## config.mk

```make
export PLATFORM = sky130hd
export DESIGN_NAME = rspm_top
export DESIGN_NICKNAME = d
export VERILOG_FILES = /design/src/hdl/rspm_top.v
export VERILOG_INCLUDE_DIRS = /design/src /design/src/hdl
export SDC_FILE = /design/constraint.sdc
export NUM_CORES = 1
export LEC_CHECK = 0
export ABC_CLOCK_PERIOD_IN_PS = 1600
export BUFFER_PORTS_ARGS = -buffer_cell sky130_fd_sc_hd__buf_2
export CORE_ASPECT_RATIO = 0.8
export CORE_UTILIZATION = 46
export CTS_BUF_LIST = sky130_fd_sc_hd__clkbuf_2
export DETAILED_ROUTE_END_ITERATION = 6
export GPL_TIMING_DRIVEN = 1
export PLACE_DENSITY_LB_ADDON = 0.15
export SLEW_MARGIN = 30
export SYNTH_ARGS = -nofsm -noshare
export SYNTH_HDL_FRONTEND = slang
export SYNTH_SLANG_ARGS = --single-unit
```

## constraint.sdc

```tcl
create_clock -name i_clk -period 1.6 [get_ports i_clk]
set_input_delay 0.16 -clock i_clk [delete_from_list [all_inputs] [get_ports i_clk]]
set_output_delay 0.16 -clock i_clk [all_outputs]
set_load 0.05 [all_outputs]
```

## src/hdl/rspm_defs.vh

```
/*
 * rspm_defs.vh: constants for the reset strap and async pin mux block.
 * assumes it is included by bare name from the design file.
 */
`ifndef RSPM_DEFS_VH
`define RSPM_DEFS_VH

// strap positions on the async address pads
`define RSPM_BOOT_SEL_HI 13
`define RSPM_BOOT_SEL_LO 12
`define RSPM_CFG_HI 11
`define RSPM_CFG_LO 8

// internal-pull defaults of the straps
`define RSPM_BOOT_SEL_DEF 2'h0
`define RSPM_CFG_DEF 4'hd

// boot source encodings
`define RSPM_BOOT_NAND 2'h0
`define RSPM_BOOT_ASYNC 2'h1
`define RSPM_BOOT_CARD 2'h2
`define RSPM_BOOT_UART 2'h3

// async pin configuration codes
`define RSPM_CFG_NAND 4'hd
`define RSPM_CFG_C 4'hc
`define RSPM_CFG_A 4'ha
`define RSPM_CFG_8 4'h8
`define RSPM_CFG_2 4'h2
`define RSPM_CFG_0 4'h0

// reset kinds reported on o_reset_kind
`define RSPM_RK_NONE 3'h0
`define RSPM_RK_POR 3'h1
`define RSPM_RK_WARM 3'h2
`define RSPM_RK_MAX 3'h3
`define RSPM_RK_SYS 3'h4
`define RSPM_RK_MOD 3'h5

// pad map: 16 upper pads (index 0 = highest address pad, 15 = a13) and 8 data pads
`define RSPM_NPAD 16
`define RSPM_NDATA 8

// default value of the other mux registers
`define RSPM_MUX_DEF 32'h0

// state codes
`define RSPM_ST_RESET 2'h0
`define RSPM_ST_SAMPLE 2'h1
`define RSPM_ST_RUN 2'h2

`endif

```

## src/hdl/rspm_top.v

```verilog
/*
 * rspm_top.v: reset strap capture, reset classification and async memory pad mux.
 * assumes pad inputs are synchronous to i_clk and that the pads' own pulls give
 * the strap defaults when the board leaves them open.
 */
`timescale 1ns/1ps
`include "rspm_defs.vh"

// Notes on behaviour
// - latch config straps at reset, hold them
// - after sampling, pads return to memory function
// - boot select from address pads 13:12, default 00
// - decode boot select into four boot sources
// - pin config from address pads 11:8, default 1101
// - any rom boot drives boot progress pin
// - nand boot uses first chip select, serial port
// - async boot uses chip select; card boot card
// - config code governs pads in nand, async boots
// - code 1101 keeps only a1,a2; rest gpio
// - listed codes give bank1 and a0-a13 memory
// - top pad: a14, bank0 or gpio by code
// - a1 and a2 always memory pins
// - upper data byte only for 0010, 0000
// - five software mux registers override muxing
// - pin and test reset low: cold reset all
// - pin low, test high: warm, spare emulation
// - max reset equals warm reset; code leaves o_clock_power_rst_b released on max
// - system reset spares memory, emulation, clocks
// - software may reset single module, debug only
// - default configuration entered before boot starts
// - address run contiguous; others become gpio
module rspm_top #(
    parameter NMOD = 41
) (
    // clock and reset
    input wire i_clk,
    input wire i_rst_b,
    // reset sources
    input wire i_test_rst_b,
    input wire i_max_rst_req,
    input wire i_sys_rst_req,
    input wire [NMOD-1:0] i_mod_rst_req,
    // strap pads (async address pads as seen during reset)
    input wire [13:0] i_async_addr_line,
    // software mux registers
    input wire i_mux_wr,
    input wire [2:0] i_mux_sel,
    input wire [31:0] i_mux_wdata,
    // boot status from firmware
    input wire i_boot_progress,
    // latched configuration
    output reg [1:0] o_boot_source_select,
    output reg [3:0] o_async_pin_config_code,
    output reg o_cfg_valid,
    // boot routing
    output reg o_boot_progress_pin,
    output reg o_boot_progress_pin_oe_b,
    output reg o_use_first_chip_select,
    output reg o_use_first_serial_port,
    output reg o_use_first_card_controller,
    output reg o_boot_from_rom,
    // pad functions: 1 = memory, 0 = gpio; o_top_pad_is_a14 1 = a14, 0 = bank0; o_strap_sample 1 = pads carry straps
    output reg o_async_bank_addr_line1_mem,
    output reg o_top_pad_mem,
    output reg o_top_pad_is_a14,
    output reg [13:0] o_async_addr_line_mem,
    output reg [7:0] o_async_data_line_hi_mem,
    output reg o_strap_sample,
    // software mux registers
    output reg [31:0] o_video_in_mux_reg,
    output reg [31:0] o_video_out_mux_reg,
    output reg [31:0] o_async_mem_mux_reg,
    output reg [31:0] o_gpio_mux_reg,
    output reg [31:0] o_serial_card_mux_reg,
    // reset outputs
    output reg [2:0] o_reset_kind,
    output reg o_module_rst_b,
    output reg o_memory_rst_b,
    output reg o_emulation_rst_b,
    output reg o_clock_power_rst_b,
    output reg [NMOD-1:0] o_mod_rst_b
);

////////////////////////////////////////////////////////////////////////////////
// pad decode from the active config code

function [25:0] rspm_pad_map;
    input [3:0] code;
    reg bank1;
    reg top;
    reg top14;
    reg [13:0] addr;
    reg [7:0] dhi;
    begin
        bank1 = 1'b0;
        top = 1'b0;
        top14 = 1'b0;
        addr = 14'h0006; // a1,a2 always memory
        dhi = 8'h00;
        case (code)
            `RSPM_CFG_NAND: begin
                addr = 14'h0006;
            end
            `RSPM_CFG_C: begin
                bank1 = 1'b1;
                addr = 14'h3fff;
            end
            `RSPM_CFG_A, `RSPM_CFG_2: begin
                bank1 = 1'b1;
                addr = 14'h3fff;
                top = 1'b1;
                top14 = 1'b1;
            end
            `RSPM_CFG_8, `RSPM_CFG_0: begin
                bank1 = 1'b1;
                addr = 14'h3fff;
                top = 1'b1; // bank-address bit 0
            end
            default: begin
                addr = 14'h0006; // unlisted codes fall back to gpio
            end
        endcase
        if (code == `RSPM_CFG_2 || code == `RSPM_CFG_0) begin
            dhi = 8'hff;
        end
        rspm_pad_map = {bank1, top, top14, addr, dhi, 1'b0};
    end
endfunction

// every boot select except direct async boot runs from the rom
function rspm_rom_boot;
    input [1:0] sel;
    begin
        rspm_rom_boot = (sel != `RSPM_BOOT_ASYNC);
    end
endfunction

// nand and direct async boot both fetch through the first chip select
function rspm_cs_boot;
    input [1:0] sel;
    begin
        rspm_cs_boot = (sel == `RSPM_BOOT_NAND) | (sel == `RSPM_BOOT_ASYNC);
    end
endfunction

////////////////////////////////////////////////////////////////////////////////
// reset classification

wire por_rst_b;
reg [1:0] state;
reg [1:0] next_state;
reg pin_warm;
reg [2:0] next_kind;
wire [25:0] map;
wire in_run;
wire mux_take;

// a cold reset needs the pin and the test reset low together; the or of two
// slow levels is used as an async reset, so neither may glitch
assign por_rst_b = i_rst_b | i_test_rst_b;
assign map = rspm_pad_map(o_async_mem_mux_reg[3:0]);
assign in_run = (state == `RSPM_ST_RUN);
assign mux_take = in_run & i_mux_wr & ~i_max_rst_req;

// warm is only distinguishable while the clock still runs; the async reset of
// the core flops cannot tell it apart from por, so it is recorded here
always @(posedge i_clk or negedge i_test_rst_b) begin
    if (!i_test_rst_b) begin
        pin_warm <= 1'b0;
    end else begin
        pin_warm <= ~i_rst_b; // pin low with test high
    end
end

// emulation logic is cleared by a cold reset only
always @(posedge i_clk or negedge por_rst_b) begin
    if (!por_rst_b) begin
        o_emulation_rst_b <= 1'b0;
    end else begin
        o_emulation_rst_b <= 1'b1; // warm, max and system spare it
    end
end

always @* begin
    next_kind = `RSPM_RK_NONE;
    if (i_max_rst_req) begin
        next_kind = `RSPM_RK_MAX;
    end else if (i_sys_rst_req) begin
        next_kind = `RSPM_RK_SYS;
    end else if (|i_mod_rst_req) begin
        next_kind = `RSPM_RK_MOD;
    end
end

always @* begin
    case (state)
        `RSPM_ST_RESET: next_state = `RSPM_ST_SAMPLE;
        `RSPM_ST_SAMPLE: next_state = `RSPM_ST_RUN;
        `RSPM_ST_RUN: next_state = i_max_rst_req ? `RSPM_ST_SAMPLE : `RSPM_ST_RUN;
        default: next_state = `RSPM_ST_RESET;
    endcase
end

////////////////////////////////////////////////////////////////////////////////
// state and reset kind

always @(posedge i_clk or negedge i_rst_b) begin
    if (!i_rst_b) begin
        state <= `RSPM_ST_RESET;
        o_reset_kind <= `RSPM_RK_POR;
    end else begin
        state <= next_state;
        if (state == `RSPM_ST_RESET) begin
            // the kind is only known once the pin has let go
            o_reset_kind <= pin_warm ? `RSPM_RK_WARM : `RSPM_RK_POR;
        end else if (next_kind != `RSPM_RK_NONE) begin
            o_reset_kind <= next_kind;
        end
    end
end

////////////////////////////////////////////////////////////////////////////////
// strap capture

always @(posedge i_clk or negedge i_rst_b) begin
    if (!i_rst_b) begin
        o_boot_source_select <= `RSPM_BOOT_SEL_DEF;
        o_async_pin_config_code <= `RSPM_CFG_DEF;
        o_cfg_valid <= 1'b0;
        o_strap_sample <= 1'b1;
    end else if (state == `RSPM_ST_SAMPLE) begin
        // straps are latched in every sample state (after reset and after a max reset), pads then go back to memory use
        o_boot_source_select <= i_async_addr_line[`RSPM_BOOT_SEL_HI:`RSPM_BOOT_SEL_LO];
        o_async_pin_config_code <= i_async_addr_line[`RSPM_CFG_HI:`RSPM_CFG_LO];
        o_strap_sample <= 1'b0;
        o_cfg_valid <= 1'b1;
    end else if (in_run && i_max_rst_req) begin
        // a max reset hands the pads back to the straps for a fresh sample
        o_cfg_valid <= 1'b0;
        o_strap_sample <= 1'b1;
    end
end

////////////////////////////////////////////////////////////////////////////////
// software mux registers

always @(posedge i_clk or negedge i_rst_b) begin
    if (!i_rst_b) begin
        o_video_in_mux_reg <= `RSPM_MUX_DEF;
        o_video_out_mux_reg <= `RSPM_MUX_DEF;
        o_async_mem_mux_reg <= {28'h0000000, `RSPM_CFG_DEF};
        o_gpio_mux_reg <= `RSPM_MUX_DEF;
        o_serial_card_mux_reg <= `RSPM_MUX_DEF;
    end else if (state == `RSPM_ST_SAMPLE) begin
        o_async_mem_mux_reg <= {28'h0000000,
            i_async_addr_line[`RSPM_CFG_HI:`RSPM_CFG_LO]};
        o_video_in_mux_reg <= `RSPM_MUX_DEF; // defaults before boot
        o_video_out_mux_reg <= `RSPM_MUX_DEF;
        o_gpio_mux_reg <= `RSPM_MUX_DEF;
        o_serial_card_mux_reg <= `RSPM_MUX_DEF;
    end else if (mux_take) begin
        // selects 5 to 7 are dropped silently
        case (i_mux_sel) // software override
            3'h0: o_video_in_mux_reg <= i_mux_wdata;
            3'h1: o_video_out_mux_reg <= i_mux_wdata;
            3'h2: o_async_mem_mux_reg <= i_mux_wdata;
            3'h3: o_gpio_mux_reg <= i_mux_wdata;
            3'h4: o_serial_card_mux_reg <= i_mux_wdata;
            default: o_video_in_mux_reg <= o_video_in_mux_reg;
        endcase
    end
end

////////////////////////////////////////////////////////////////////////////////
// pad functions

always @(posedge i_clk or negedge i_rst_b) begin
    if (!i_rst_b) begin
        o_async_bank_addr_line1_mem <= 1'b0;
        o_top_pad_mem <= 1'b0;
        o_top_pad_is_a14 <= 1'b0;
        o_async_addr_line_mem <= 14'h0006;
        o_async_data_line_hi_mem <= 8'h00;
    end else if (state != `RSPM_ST_RESET) begin
        // pad map lags the mux register by one cycle
        o_async_bank_addr_line1_mem <= map[25];
        o_top_pad_mem <= map[24];
        o_top_pad_is_a14 <= map[23];
        o_async_addr_line_mem <= map[22:9];
        o_async_data_line_hi_mem <= map[8:1];
    end
end

////////////////////////////////////////////////////////////////////////////////
// boot routing

always @(posedge i_clk or negedge i_rst_b) begin
    if (!i_rst_b) begin
        o_boot_progress_pin <= 1'b0;
        o_boot_progress_pin_oe_b <= 1'b1;
        o_use_first_chip_select <= 1'b0;
        o_use_first_serial_port <= 1'b0;
        o_use_first_card_controller <= 1'b0;
        o_boot_from_rom <= 1'b0;
    end else if (o_cfg_valid) begin
        o_boot_from_rom <= rspm_rom_boot(o_boot_source_select);
        o_boot_progress_pin_oe_b <= ~rspm_rom_boot(o_boot_source_select);
        o_boot_progress_pin <= i_boot_progress;
        o_use_first_chip_select <= rspm_cs_boot(o_boot_source_select);
        o_use_first_serial_port <= (o_boot_source_select == `RSPM_BOOT_NAND);
        o_use_first_card_controller <= (o_boot_source_select == `RSPM_BOOT_CARD);
    end
end

////////////////////////////////////////////////////////////////////////////////
// reset outputs

always @(posedge i_clk or negedge i_rst_b) begin
    if (!i_rst_b) begin
        o_module_rst_b <= 1'b0;
        o_memory_rst_b <= 1'b0;
        o_clock_power_rst_b <= 1'b0;
        o_mod_rst_b <= {NMOD{1'b0}};
    end else begin
        o_mod_rst_b <= ~i_mod_rst_req; // single module reset
        if (state == `RSPM_ST_SAMPLE) begin
            o_module_rst_b <= 1'b1;
            o_memory_rst_b <= 1'b1;
            o_clock_power_rst_b <= 1'b1;
        end else if (in_run) begin
            // system reset keeps memory and clocks running
            o_module_rst_b <= ~(i_max_rst_req | i_sys_rst_req);
            o_memory_rst_b <= ~i_max_rst_req; // max acts as warm
        end
    end
end

endmodule

```

-- After elaboration in Yosys (flattened, before gate mapping)
Index checks and enable logic that the tools add are counted.
- flip-flop bits (word level): 250
- logic and storage cells: 113
- output and inout bits: 247
- input bits: 97
- eq/ne operators: 13
- muxes and demuxes: 36
- reductions and logical operators: 26
- bitwise logic cells: 10
- operators with widths (kind ; count):
    $mux W32 ; 15
    $not A41 Y41 ; 1
    $reduce_or A41 Y1 ; 1
    $reduce_bool A2 Y1 ; 10
    $mux W3 ; 5
    $mux W14 ; 1
    $eq A4 B4 Y1 const B ; 3
    $mux W1 ; 11
    $reduce_and A2 Y1 ; 5
    $mux W8 ; 1
    $eq A3 B2 Y1 const B ; 2
    $pmux W2 S3 ; 1
    $reduce_or A5 Y1 ; 1
    $eq A2 B1 Y1 const B ; 2
    $eq A2 B2 Y1 const B ; 2
    $eq A4 B2 Y1 const B ; 1
    $logic_not A2 Y1 ; 2
    $logic_not A4 Y1 ; 1
    $mux W2 ; 2
    $not A1 Y1 ; 4
    $reduce_or A4 Y1 ; 1
    $eq A3 B1 Y1 const B ; 1
    $eq A3 B3 Y1 const B ; 1
    $logic_not A3 Y1 ; 1
    7 further kinds ; 10

-- Logic depth before layout (Yosys ltp)
- depth after elaboration: 7
- mapped depth: 8
- mapped depth without buffers: 6

-- Worst setup path before layout
OpenSTA, ideal clock, no wires.
- path type: register to register
- start point: register state[0]
- end point: register o_async_mem_mux_reg[11]
- period minus slack after synthesis: 1.605 ns
- setup time: 0.078 ns
- path buffers: 1
- required time: 1.522 ns
- data arrival time: 1.527 ns
- path slack: -0.005 ns
- stages on the path, launching flop included: 8
- cells stage by stage: dfrtp_1 inv_1 ha_1 and3b_1 nand3_1 clkbuf_1 nand2_1 a21oi_1
- word-level cells in the longest chain between the ends: 5
- elaborated cells on any way between the ends: 8
- classes of those cells: 2 x eq/ne; 1 x mux; 2 x bitwise; 3 x reduce/logical
- RTL lines (item ; RTL line ; text):
    start: declaration ; rspm_top.v:150 ; reg [1:0] state;
    start signal: assignment ; rspm_top.v:209 ; state <= `RSPM_ST_RESET;
    start signal: assignment ; rspm_top.v:212 ; state <= next_state;
    $eq A2 B2 Y1 ; n/a ;
    $and A1 B1 Y1 (2 in series) ; rspm_top.v:163 ; assign mux_take = in_run & i_mux_wr & ~i_max_rst_req;
    $reduce_bool A2 Y1 (no line) ; n/a ;
    $reduce_and A2 Y1 (no line) ; n/a ;
    end signal: assignment ; rspm_top.v:251 ; o_async_mem_mux_reg <= {28'h0000000, `RSPM_CFG_DEF};
    end signal: assignment ; rspm_top.v:255 ; o_async_mem_mux_reg <= {28'h0000000,
    end signal: assignment ; rspm_top.v:266 ; 3'h2: o_async_mem_mux_reg <= i_mux_wdata;
    end: declaration ; rspm_top.v:72 ; output reg [31:0] o_async_mem_mux_reg,
Parallel ways exist; a longest one is shown, timed or not.
A chain may end at the register's enable or synchronous reset.

-- Worst setup path in the final report
- start point: register state[1]
- end point: register o_serial_card_mux_reg[5]
- word-level cells in the longest chain between the ends: 5
- elaborated cells on any way between the ends: 8
- classes of those cells: 2 x eq/ne; 1 x mux; 2 x bitwise; 3 x reduce/logical
- RTL lines (item ; RTL line ; text):
    $eq A2 B2 Y1 ; n/a ;
    $and A1 B1 Y1 (2 in series) ; rspm_top.v:163 ;
    $reduce_bool A2 Y1 (no line) ; n/a ;
    $reduce_and A2 Y1 (no line) ; n/a ;
    end signal: assignment ; rspm_top.v:253 ; o_serial_card_mux_reg <= `RSPM_MUX_DEF;
    end signal: assignment ; rspm_top.v:260 ; o_serial_card_mux_reg <= `RSPM_MUX_DEF;
    end signal: assignment ; rspm_top.v:268 ; 3'h4: o_serial_card_mux_reg <= i_mux_wdata;
    end: declaration ; rspm_top.v:74 ; output reg [31:0] o_serial_card_mux_reg,
Parallel ways exist; a longest one is shown, timed or not.

==> impl_metrics.env <==
export IMPL_ctsHtreeMaxLevel=2
export IMPL_drc=0
export IMPL_place_congestion=0.8087
export IMPL_dieArea_mm2=0.02014
export IMPL_vdd_drop_max_mv=1.082
export IMPL_synth_top_area_share_pct=61.15
export IMPL_drv_slew=0
export IMPL_via_count=10380
export IMPL_placed_cell_area_mm2=0.01100
export IMPL_start_util_pct=47.16
export IMPL_cp_cell_sequence="ha_4, and4bb_1, buf_6, nand3b_1, buf_6, clkbuf_16, nand2_1, a21oi_1"
export IMPL_worstSetupPathType="flop to flop"
export IMPL_io_buffers=333
export IMPL_synth_largest_area_cell="dfrtp_1"
export IMPL_syn_area_mm2=0.009002
export IMPL_cts_buffers=54
export IMPL_seq_area_mm2=0.005748
export IMPL_place_inst=1480
export IMPL_finalWirelength_um=44880
export IMPL_power_share_clock_pct=19.5
export IMPL_fin_area_mm2=0.01708
export IMPL_multi_input_area_mm2=0.003969
export IMPL_row_count=45
export IMPL_clock_path_buffers=3
export IMPL_final_util_pct=89.50
export IMPL_synth_most_common_cell="nand2_1"
export IMPL_arrival_ns=2.62
export IMPL_ff2ff_path_depth=8
export IMPL_seqPwrFrac_pct=33.8
export IMPL_instances_no_fill=1823
export IMPL_crit_path_end_kind="flop"
export IMPL_status="finished, violations left"
export IMPL_cpMaxStageDelayCell="dfrtp_1"
export IMPL_num_nets_final=1626
export IMPL_combPwrFrac_pct=46.7
export IMPL_cp_num_buf_inv=3
export IMPL_largest_reg_flops=41
export IMPL_wl_per_cell_um=24.62
export IMPL_min_path_type="input pin to flop"
export IMPL_synth_distinct_cells=39
export IMPL_holdWs_ns=0.1104
export IMPL_synth_edf_count=0
export IMPL_finalCritPeriodShare_pct=121.5
export IMPL_synthArstFlopShare_pct=100.0
export IMPL_finalCriticalPeriod_ns=1.943
export IMPL_root_buffer="clkbuf_2"
export IMPL_clock_skew_final_ns=0.08980
export IMPL_cts_tree="built"
export IMPL_powerDensity_mw_per_mm2=1194
export IMPL_core_area_mm2=0.01909
export IMPL_die_w_um=158.4
export IMPL_synthCells=929
export IMPL_grt_max_degree=60
export IMPL_min_path_cells=3
export IMPL_drtPass1Iterations=6
export IMPL_fillCellCount=767
export IMPL_ys_top_cells_by_count="nand2_1 (323), dfrtp_1 (220), a21oi_1 (159), inv_1 (56)"
export IMPL_switching_share_pct=43.95
export IMPL_yosys_warnings=0
export IMPL_finalHoldViolCount=0
export IMPL_synthTopCellsByArea="dfrtp_1 (61%), nand2_1 (13%), a21oi_1 (8.8%)"
export IMPL_slowest_delay_ns=0.45
export IMPL_area_delta_synth_final_pct=89.76
export IMPL_grt_pass1_vias=9310
export IMPL_ant_nets=0
export IMPL_crit_path_frequent_cell="buf_6"
export IMPL_drive_gt1_share_pct=56.21
export IMPL_ys_ff_latch=229
export IMPL_worst_slew_pin_slew_ns=0.5151
export IMPL_drt_iter0_drc=825
export IMPL_yosysSeqAreaShare_pct=63.78
export IMPL_synth_flop_cell="dfrtp_1"
export IMPL_hpwl_um=18110
export IMPL_rsz0062_at_grt="true"
export IMPL_fin_ws_ns=-0.3432
export IMPL_start_kind="flop"
export IMPL_internal_power_w=0.01143
export IMPL_violations="negative setup slack"
export IMPL_setup_viol=187
export IMPL_antenna_found_initial=3
export IMPL_grt_use_total_pct=34.15
export IMPL_maxCapViolations=0
export IMPL_chipHeight_um=127.1
export IMPL_cp_max_fo=8
export IMPL_cp_required_ns=2.27
export IMPL_fmax_ghz=0.5146
export IMPL_path_clk_slew_ns=0.12
export IMPL_via_per_inst=5.692
export IMPL_p_leak_nw=8.438
export IMPL_grt_pass1_wl_um=51880
export IMPL_syn_area_per_cell_um2=9.690
export IMPL_regMostFlops="o_mod_rst_b"
export IMPL_crit_family="buffers and inverters"
export IMPL_slew_headroom_pct=65.34
export IMPL_clock_sinks=229
export IMPL_clock_latency_ns=0.87
export IMPL_pin_count=344
export IMPL_grt_ovfl_total=0
export IMPL_crit_cells=8
export IMPL_p_sw_w=0.008967
-- kinds of logic (layout without fill, tap and decap cells) --
family / count (synthesis) / count (layout) / synth area share (%)
mux: 10 / 10 / 1.181
fa+ha+maj: 4 / 4 / 0.5560
flops: 229 / 229 / 63.78
other cells: 1 / 6 / 0.04166
compound gates: 181 / 181 / 10.33
buf+inv: 133 / 764 / 7.185
simple gates: 371 / 371 / 16.93
-- power groups by stage --
stage	clock network [W]	logic [W]	registers (W)
finish	0.00397	0.00952	0.00691
detailed placement	0	0.00576	0.00687
CTS	0.00374	0.00776	0.00679
global route	0.00422	0.00977	0.00694
global placement	0	0.00573	0.00685
floorplan	0	0.00249	0.00864
-- repair_timing --
action                                 CTS  global route
setup buffers                           37            64
gates cloned                            12            15
setup endpoints to repair              366           384
pin swaps                               26           192
resized for setup                      454           488
endpoints found under the hold margin  447             0
hold buffers                           125             0
-- worst reg2reg max path, delay by kind of cell (launching register included) --
family / cells / cell delay (ns)
buffers and inverters: 3 / 0.52
AO/OA/AOI/OAI: 1 / 0.25
AND/OR/NAND/NOR: 3 / 0.44
flip-flops: 1 / 0.45
adder cells (fa/ha/maj): 1 / 0.19
-- layer usage --
metal / GRT usage, % / vias up / wire [µm]
li1: - / 4190 / -
met1: 42.39 / 5042 / 15110
met2: 57.28 / 845 / 21390
met3: 8.887 / 299 / 4799
met4: 12.90 / 0 / 3574
met5: 0 / - / 0
-- final cells by class --
type,count,share of cell area (%)
Antenna cell,3,0.04395
Clock buffer,85,2.490
Clock inverter,8,0.1978
Inverter,56,1.231
Multi-Input combinational cell,569,23.23
Sequential cell,229,33.65
Tap cell,258,1.890
Timing Repair Buffer,615,37.27
-- metrics by stage --
stage          total power (W)  setup TNS (ns)  setup slack (ns)
6_report               0.02040          -12.79           -0.3432
5_1_grt                0.02094          -33.37           -0.3819
4_1_cts                0.01829          -11.50           -0.1566
3_5_place_dp           0.01263          -9.386           -0.1109
3_3_place_gp           0.01258          -3.953          -0.06058
2_1_floorplan          0.01114         -0.1063         -0.005317
-- path summary, 6_finish.rpt --
check,start,to,slack [ns]
worst max register to register,state[1],o_serial_card_mux_reg[5],-0.34
worst max-delay path,state[1],o_serial_card_mux_reg[5],-0.34
min in group asynchronous,i_test_rst_b,pin_warm,0.20
max in group asynchronous,i_rst_b,o_emulation_rst_b,0.36
worst min register to register,o_async_pin_config_code[2],o_async_pin_config_code[2],0.52
worst min-delay path,i_mod_rst_req[14],o_mod_rst_b[14],0.11
-- cells in the final DEF (no fill, tap or decap), drive strengths merged, types with 2 or more instances in the layout --
cell type and n:
a21boi 2, a21oi 159, a22o 2, and2 3, and3b 2, buf 458
clkbuf 118, clkinv 6, conb 3, dfrtp 220, dfstp 9, diode 3
dlygate4sd3 124, ha 4, inv 57, mux2 5, mux2i 5, nand2 323
nand3 3, nand3b 3, nand4 3, nor2 14, nor4 10, o21ai 14
or2 2
Note: power is estimated with default switching activity, not from simulation.
